`src/rtl/dimming_defs.vh`:
```
`ifndef DIMMING_DEFS_VH
`define DIMMING_DEFS_VH
// Hold and shutdown periods, in switching periods
`define HOLD_UNDIV 9'h100
`define HOLD_DIV 9'h040
`define EOS_HOLD_DIV 9'h100
`define EOS_HOLD_UNDIV 9'h040
// Prescaler terminal count when frequency select is high; one tick in four makes a period
`define SW_DIV_RATIO 2'h3
// Level encoding
`define LEVEL_FULL 5'h10
`define LEVEL_SOFT 5'h01
// Mode encoding
`define MODE_OFF 2'h0
`define MODE_COUNT 2'h1
`define MODE_ONOFF 2'h2
`define MODE_ANALOG 2'h3
// Register map
`define REG_CTRL 4'h0
`define REG_STATUS 4'h1
`define REG_LEVEL 4'h2
`define REG_DUTY 4'h3
`define REG_OPEN 4'h4
`define CTRL_RESET 8'hff
`endif

```
`src/rtl/dimming_control.v`:
```
// Design decisions made here: the address map and the plain strobed port.
`timescale 1ns/100ps
`default_nettype none
`include "dimming_defs.vh"
module dimming_control #(
  parameter SINKS = 8,
  parameter DUTY_BITS = 8
) (
  // Clock and reset
  input wire clk,
  input wire reset,
  input wire ce,
  // Switching tick and frequency select
  input wire sw_tick,
  input wire freq_set_pin,
  // Host dimming inputs
  input wire enable_in,
  input wire onoff_in,
  input wire analog_dim_input,
  // Sink feedback
  input wire [SINKS-1:0] sink_at_reg,
  input wire [SINKS-1:0] sink_open,
  input wire overvoltage_protect,
  // Register port
  input wire [3:0] reg_addr,
  input wire [7:0] reg_wdata,
  input wire reg_write,
  input wire reg_read,
  output reg [7:0] reg_rdata,
  // Outputs to analog core
  output reg [SINKS-1:0] sink_enable,
  output reg [SINKS-1:0] sink_in_loop,
  output reg [4:0] current_level,
  output reg [DUTY_BITS-1:0] analog_duty,
  output reg analog_mode,
  output reg boost_enable,
  output reg boost_limit_high,
  output reg soft_start
);

  localparam ST_OFF = 2'h0;
  localparam ST_HOLD = 2'h1;
  localparam ST_SOFT = 2'h2;
  localparam ST_RUN = 2'h3;

  // ==========================================================
  // Input synchronisation
  wire [2:0] pins_sync;
  wire [SINKS+SINKS:0] fb_sync;
  input_sync #(.WIDTH(3)) pin_sync (
    .clk(clk),
    .reset(reset),
    .ce(ce),
    .async_in({analog_dim_input, onoff_in, enable_in}),
    .sync_out(pins_sync)
  );
  input_sync #(.WIDTH(SINKS+SINKS+1)) fb_sync_i (
    .clk(clk),
    .reset(reset),
    .ce(ce),
    .async_in({overvoltage_protect, sink_open, sink_at_reg}),
    .sync_out(fb_sync)
  );
  wire tick_sync;
  wire fsel_sync;
  input_sync #(.WIDTH(2)) misc_sync (
    .clk(clk),
    .reset(reset),
    .ce(ce),
    .async_in({freq_set_pin, sw_tick}),
    .sync_out({fsel_sync, tick_sync})
  );

  wire en_s = pins_sync[0];
  wire pw_s = pins_sync[1];
  wire ap_s = pins_sync[2];
  wire [SINKS-1:0] at_reg_s = fb_sync[SINKS-1:0];
  wire [SINKS-1:0] open_s = fb_sync[2*SINKS-1:SINKS];
  wire overvolt_s = fb_sync[2*SINKS];

  reg en_d;
  reg pw_d;
  reg ap_d;
  reg tick_d;

  // ==========================================================
  // Switching period prescaler
  reg [1:0] pre;
  wire tick_edge = tick_sync && !tick_d;
  wire period = tick_edge && (!fsel_sync || pre == `SW_DIV_RATIO);

  // ==========================================================
  // Registers
  reg [7:0] ctrl;
  reg [1:0] mode;
  reg [1:0] state;
  reg [3:0] pulse_count;
  reg [8:0] hold_count;
  reg [8:0] low_count;
  reg [3:0] applied_count;
  reg [SINKS-1:0] dropped;
  wire [DUTY_BITS-1:0] duty_w;

  duty_meter #(.WINDOW_BITS(DUTY_BITS)) duty_i (
    .clk(clk),
    .reset(reset),
    .ce(ce),
    .level_in(ap_s),
    .duty(duty_w)
  );

  // Period counts depend on divider setting
  wire [8:0] hold_limit = fsel_sync ? `HOLD_DIV : `HOLD_UNDIV;
  wire [8:0] eos_limit = fsel_sync ? `EOS_HOLD_DIV : `EOS_HOLD_UNDIV;
  wire all_low = !en_s && !pw_s && !ap_s;
  wire [SINKS-1:0] active = ctrl[SINKS-1:0];

  function [4:0] level_of;
    input [3:0] count;
    begin
      level_of = (count == 4'h0) ? `LEVEL_FULL : (5'h10 - {1'b0, count});
    end
  endfunction

  // Sinks and boost are live in soft start and run alike
  function running;
    input [1:0] st;
    begin
      running = (st == ST_SOFT) || (st == ST_RUN);
    end
  endfunction

  // ==========================================================
  // Mode and sequence control
  always @(posedge clk) begin
    if (reset) begin
      en_d <= 1'b0;
      pw_d <= 1'b0;
      ap_d <= 1'b0;
      tick_d <= 1'b0;
      pre <= 2'h0;
      ctrl <= `CTRL_RESET;
      mode <= `MODE_OFF;
      state <= ST_OFF;
      pulse_count <= 4'h0;
      applied_count <= 4'h0;
      hold_count <= 9'h000;
      low_count <= 9'h000;
      dropped <= {SINKS{1'b0}};
    end else if (ce) begin
      en_d <= en_s;
      pw_d <= pw_s;
      ap_d <= ap_s;
      tick_d <= tick_sync;
      if (tick_edge) begin
        pre <= pre + 2'h1;
      end
      if (reg_write && reg_addr == `REG_CTRL) begin
        ctrl <= reg_wdata;
      end
      // Edge restarts hold counter; else count periods up to saturation
      if (en_s != en_d || ap_s != ap_d) begin
        hold_count <= 9'h000;
      end else if (period && hold_count != 9'h1ff) begin
        hold_count <= hold_count + 9'h001;
      end
      if (!all_low) begin
        low_count <= 9'h000;
      end else if (period && low_count != 9'h1ff) begin
        low_count <= low_count + 9'h001;
      end
      // Open string leaves the loop on overvoltage; rejoins when an overvoltage sample sees it closed, or in the off state
      if (state == ST_OFF) begin
        dropped <= {SINKS{1'b0}};
      end else if (overvolt_s) begin
        dropped <= (dropped | (open_s & active)) & ~(dropped & ~open_s);
      end
      case (state)
        ST_OFF: begin
          // No count survives a shutdown into the next start
          pulse_count <= 4'h0;
          applied_count <= 4'h0;
          if (en_s && !en_d && pw_s && !ap_s) begin
            mode <= `MODE_COUNT;
            state <= ST_HOLD;
          end else if (pw_s && !pw_d && !en_s && !ap_s) begin
            mode <= `MODE_ONOFF;
            state <= ST_SOFT;
          end else if (ap_s && !ap_d && !en_s && !pw_s) begin
            mode <= `MODE_ANALOG;
            state <= ST_HOLD;
          end
        end
        ST_HOLD: begin
          // Pulses ignored until references settle
          if (hold_count >= hold_limit) begin
            state <= ST_SOFT;
          end
        end
        ST_SOFT: begin
          if ((at_reg_s & active) == active) begin
            state <= ST_RUN;
          end
        end
        default: begin
          if (mode == `MODE_COUNT) begin
            if (en_s && !en_d) begin
              pulse_count <= pulse_count + 4'h1;
            end else if (en_s && period && hold_count == eos_limit) begin
              // Equality fires once per long high, so a count is applied once
              applied_count <= pulse_count;
              pulse_count <= 4'h0;
            end
          end
        end
      endcase
      // Shutdown paths override; on/off mode stops at once
      if (state != ST_OFF) begin
        if (mode == `MODE_ONOFF && !pw_s) begin
          state <= ST_OFF;
          mode <= `MODE_OFF;
        end else if (mode != `MODE_ONOFF && low_count > hold_limit) begin
          // Normal operation through the whole delay; strictly greater
          state <= ST_OFF;
          mode <= `MODE_OFF;
        end
      end
    end
  end

  // ==========================================================
  // Outputs, all registered
  always @(posedge clk) begin
    if (reset) begin
      sink_enable <= {SINKS{1'b0}};
      sink_in_loop <= {SINKS{1'b0}};
      current_level <= 5'h00;
      analog_duty <= {DUTY_BITS{1'b0}};
      analog_mode <= 1'b0;
      boost_enable <= 1'b0;
      boost_limit_high <= 1'b0;
      soft_start <= 1'b0;
      reg_rdata <= 8'h00;
    end else if (ce) begin
      sink_enable <= running(state) ? active : {SINKS{1'b0}};
      // Only live, enabled sinks may steer the boost loop
      if (running(state)) begin
        sink_in_loop <= active & ~dropped;
      end else begin
        sink_in_loop <= {SINKS{1'b0}};
      end
      soft_start <= (state == ST_SOFT);
      boost_enable <= running(state);
      boost_limit_high <= (state == ST_RUN);
      analog_mode <= (mode == `MODE_ANALOG);
      analog_duty <= (mode == `MODE_ANALOG) ? duty_w : {DUTY_BITS{1'b1}};
      if (state == ST_SOFT) begin
        current_level <= `LEVEL_SOFT;
      end else if (state == ST_RUN) begin
        current_level <= (mode == `MODE_COUNT) ? level_of(applied_count) : `LEVEL_FULL;
      end else begin
        current_level <= 5'h00;
      end
      if (reg_read) begin
        case (reg_addr)
          `REG_CTRL: reg_rdata <= ctrl;
          `REG_STATUS: reg_rdata <= {2'h0, fsel_sync, ap_s, mode, state};
          `REG_LEVEL: reg_rdata <= {pulse_count, applied_count};
          `REG_DUTY: reg_rdata <= duty_w[DUTY_BITS-1:DUTY_BITS-8];
          `REG_OPEN: reg_rdata <= dropped[7:0];
          default: reg_rdata <= 8'h00;
        endcase
      end else begin
        reg_rdata <= 8'h00;
      end
    end
  end

endmodule // dimming_control
`default_nettype wire

```
`src/rtl/duty_meter.v`:
```
`timescale 1ns/100ps
`default_nettype none
// Measures high time over a fixed window of clock cycles
module duty_meter #(
  parameter WINDOW_BITS = 8
) (
  input wire clk,
  input wire reset,
  input wire ce,
  input wire level_in,
  output reg [WINDOW_BITS-1:0] duty
);

  reg [WINDOW_BITS-1:0] window_count;
  reg [WINDOW_BITS-1:0] high_count;

  // Full window of highs saturates rather than wrapping to zero
  always @(posedge clk) begin
    if (reset) begin
      window_count <= {WINDOW_BITS{1'b0}};
      high_count <= {WINDOW_BITS{1'b0}};
      duty <= {WINDOW_BITS{1'b0}};
    end else if (ce) begin
      window_count <= window_count + 1'b1;
      if (&window_count) begin
        duty <= (level_in && (&high_count)) ? high_count : high_count + {{(WINDOW_BITS-1){1'b0}}, level_in};
        high_count <= {WINDOW_BITS{1'b0}};
      end else if (level_in && !(&high_count)) begin
        high_count <= high_count + 1'b1;
      end
    end
  end

endmodule // duty_meter
`default_nettype wire

```
`src/rtl/input_sync.v`:
```
`timescale 1ns/100ps
`default_nettype none
// Two-flop synchroniser for a bus of asynchronous levels
module input_sync #(
  parameter WIDTH = 3
) (
  input wire clk,
  input wire reset,
  input wire ce,
  input wire [WIDTH-1:0] async_in,
  output reg [WIDTH-1:0] sync_out
);

  reg [WIDTH-1:0] meta;

  always @(posedge clk) begin
    if (reset) begin
      meta <= {WIDTH{1'b0}};
      sync_out <= {WIDTH{1'b0}};
    end else if (ce) begin
      meta <= async_in;
      sync_out <= meta;
    end
  end

endmodule // input_sync
`default_nettype wire

```
`config.mk`:
```
export PLATFORM = sky130hd
export DESIGN_NAME = dimming_control
export DESIGN_NICKNAME = d
export VERILOG_FILES = /design/src/rtl/dimming_control.v /design/src/rtl/duty_meter.v /design/src/rtl/input_sync.v
export VERILOG_INCLUDE_DIRS = /design/src /design/src/rtl
export SDC_FILE = /design/constraint.sdc
export NUM_CORES = 1
export LEC_CHECK = 0
export BUFFER_PORTS_ARGS = -buffer_cell sky130_fd_sc_hd__buf_2
export CAP_MARGIN = 40
export CORE_AREA = 10 10 154 120
export DETAILED_ROUTE_END_ITERATION = 10
export DIE_AREA = 0 0 164 130
export PLACE_DENSITY_LB_ADDON = 0.05
export SYNTH_ARGS = -nofsm -noshare
export SYNTH_HDL_FRONTEND = slang
export SYNTH_HIERARCHICAL = 1
export SYNTH_SLANG_ARGS = --single-unit
```
`constraint.sdc`:
```
create_clock -name clk -period 5.7 [get_ports clk]
set_clock_uncertainty 0.1 [all_clocks]
set_input_delay 0.285 -clock clk [delete_from_list [all_inputs] [get_ports clk]]
set_output_delay 0.285 -clock clk [all_outputs]
set_load 0.1 [all_outputs]
```
==> results.py <==
metrics = {
    "grt": {
        "gr-usage-all-layers": 0.176,
        "grt_pass1_vias": 6011,
        "grt_pass1_wl_um": 30500,
        "antenna_found_initial": 0,
        "grt_max_degree": 86,
        "gr-total-overflow": 0,
    },
    "logic_synthesis": {
        "yosysSeqAreaShare": 0.425,
        "synth_edf_count": 0,
        "avgSynthCellArea_um2": 9.21,
        "ys_types": 74,
        "async_reset_ff_frac": 0,
        "yosysWarnings": 6,
        "synthesis.nets": 887,
        "synth-seq-cells": 161,
        "ys.flop_type": "dfxtp_1",
        "syn_inst": 824,
        "synth_area_um2": 7590,
    },
    "clock_tree": {
        "cts-root-buf": "clkbuf_16",
        "clkTransAtPathRegs_ns": 0.07,
        "clock-sinks": 161,
        "cts_max_level": 4,
        "cts_made_buffers": 17,
        "cts_setup_buffers": 0,
        "clkLatencyLatePin_ns": 0.43,
        "clk_path_buf_depth": 2,
        "tritoncts": "yes",
    },
    "setup_path": {
        "rr_worst_depth": 5,
        "r2r_start": "misc_sync/sync_out[1]",
        "r2r_end": "applied_count[1]",
        "r2r_setup_slack_ns": 3.24,
        "crit_start": "misc_sync/sync_out[1]",
        "crit_path_start_kind": "register",
        "crit_fanout": 7,
        "required_ns": 5.90,
        "worstPathArrival_ns": 2.66,
        "path_class": "reg -> reg",
        "endpoint_kind": "register",
    },
    "place": {
        "numPortBuffers": 79,
        "pre_cts_ws_ns": 3.00,
        "gp_congestion": 0.886,
        "dp_cells": 1070,
        "place_hpwl_um": 13300,
    },
    "detailed_routing": {
        "wl_met2_um": 7800,
        "drtPass1Iterations": 5,
        "wl_met1_um": 9630,
        "wl_met3_um": 1110,
        "viasPerCell": 5.52,
        "drtIter0Drc": 491,
        "wire_per_inst_um": 16.6,
        "routed_wl_um": 18700,
        "drc": 0,
        "vias": 6222,
        "top_layer_used": "met4",
        "postRouteAntennaNets": 0,
    },
    "pwr": {
        "pwr_density_cell_nw_per_um2": 296,
        "p_leak_nw": 3.63,
        "ir_drop_mv": 0.182,
    },
    "timing": {
        "timing.final.ws_setup_ns": 3.24,
        "max_freq_ghz": 0.406,
        "worstMarginPinSlew_ns": 0.903,
        "setup_viol": 0,
        "fin_crit_sh": 0.432,
        "tns_ns": 0,
        "drv_slew": 0,
        "fin_hold_ws_ns": 0.0116,
        "relSlewSlack": 0.398,
        "period_minus_slack_ns": 2.46,
        "rsz0062_at_grt": "false",
        "finalHoldViolCount": 0,
    },
    "worst_hold_path": {
        "min_path_cells": 3,
        "hp-start": "sink_open[3]",
        "worstHoldEndpoint": "fb_sync_i/meta[11]",
        "worstHoldPathType": "in -> reg",
    },
    "floorplan": {
        "io-pin-count": 80,
        "chipHeight_um": 130,
        "core_um2": 15600,
        "die_w_um": 164,
        "rows": 40,
        "fp.dieArea_um2": 21300,
        "initial_core_util": 0.486,
    },
    "outcome": {
        "status": "finished, final reports clean",
    },
    "cells_and_area": {
        "diodes": 0,
        "fin_nets": 967,
        "area_delta_synth_final_pct": 16.1,
        "final_cells": 1127,
        "drive_gt1_frac": 0.154,
    },
    "flow_run": {
        "max_cap_violations": 0,
    },
}
-- cells in the mapped netlist (9+ instances only) --
cell type,number,area [µm²]
nand2b_1,27,169
xnor2_1,16,140
nor2b_1,13,81.3
ha_1,24,300
nor3_1,22,110
a211oi_1,18,135
nand2_1,25,93.8
buf_2,9,45.0
clkbuf_1,19,71.3
a31oi_1,9,56.3
o21ai_0,10,50.1
nand4_1,12,75.1
inv_1,39,146
a211o_1,9,78.8
mux2i_1,69,691
a21oi_1,42,210
nand3_1,25,125
dfxtp_1,161,3220
xor2_1,11,96.3
nor2_1,136,510
-- area by class of cell --
| type | count | area, µm² |
|---|---|---|
| Fill cell | 1450 | 6810 |
| Multi-Input combinational cell | 577 | 3920 |
| Sequential cell | 161 | 3220 |
| Timing Repair Buffer | 108 | 677 |
| Clock buffer | 17 | 425 |
| Tap cell | 210 | 263 |
| Clock inverter | 15 | 156 |
| Inverter | 39 | 146 |
-- worst max-delay path by stage --
stage                  endpoint  slack (ns)  depth (start not counted)
2_1_floorplan      low_count[5]        3.61                          7
3_3_place_gp     duty_i/duty[2]        3.09                          5
3_5_place_dp     duty_i/duty[2]        3.00                          5
4_1_cts        applied_count[1]        3.25                          5
5_1_grt        applied_count[1]        2.94                          5
6_report       applied_count[1]        3.24                          5
-- layout by cell type (no fill, tap or decap), types with 24 or more instances in the layout --
master	netlist	final
nand2b_1	27	27
dfxtp_1	161	161
ha_1	24	24
mux2i_1	69	69
nor2_1	136	136
dlygate4sd3_1	0	25
buf_2	9	77
inv_1	39	39
nand3_1	25	25
nand2_1	25	25
a21oi_1	42	42
-- routing by layer --
layer | global-route usage | vias up
met3 | 0.0472 | 18
li1 | - | 3098
met1 | 0.252 | 2961
met2 | 0.255 | 145
met4 | 0.0461 | 0
met5 | 0 | -
-- worst max-delay path, stage by stage (launching register included) --
cell and delay [ns]:
dfxtp_1 0.53, ha_1 0.32, nor4b_1 0.29, nand4b_1 0.32, o31ai_1 0.62, o21ai_0 0.15
-- stage by stage --
step           power (W)  utilization  area (µm²)
2_1_floorplan    0.00144            -        7590
3_3_place_gp     0.00149        0.510        7970
3_5_place_dp     0.00150        0.511        7970
4_1_cts          0.00263        0.564        8810
5_1_grt          0.00271        0.564        8810
6_report         0.00261        0.564        8810
-- report_power, final --
part | switching, W | internal (W)
clock | 0.000535 | 0.000590
combinational | 0.000198 | 0.0000960
sequential | 0.0000307 | 0.00116
-- state kept, by name (all words and copies together) (netlist names), 9 cells and up --
register            cells
fb_sync_i/meta         17
low_count               9
fb_sync_i/sync_out     17
hold_count              9
-- timing repair --
| item | CTS | global route |
|---|---|---|
| setup endpoints to repair | 0 | 0 |
| endpoints found under the hold margin | 25 | 0 |
| hold buffers | 25 | 0 |
| gates resized for setup | 0 | 0 |
-- cells by family (layout without fill, tap and decap cells) --
logic type | after synthesis | count (layout) | share of synthesized area
AOI/OAI and AO/OA | 142 | 142 | 0.130
xor gates and xnor gates | 27 | 27 | 0.0312
adders and majority gates | 24 | 24 | 0.0396
buffers and inverters | 86 | 179 | 0.0592
DFF | 161 | 161 | 0.425
muxes | 75 | 75 | 0.109
and+or+nand+nor | 309 | 309 | 0.207
No activity file was read; power rests on OpenSTA's default activity.
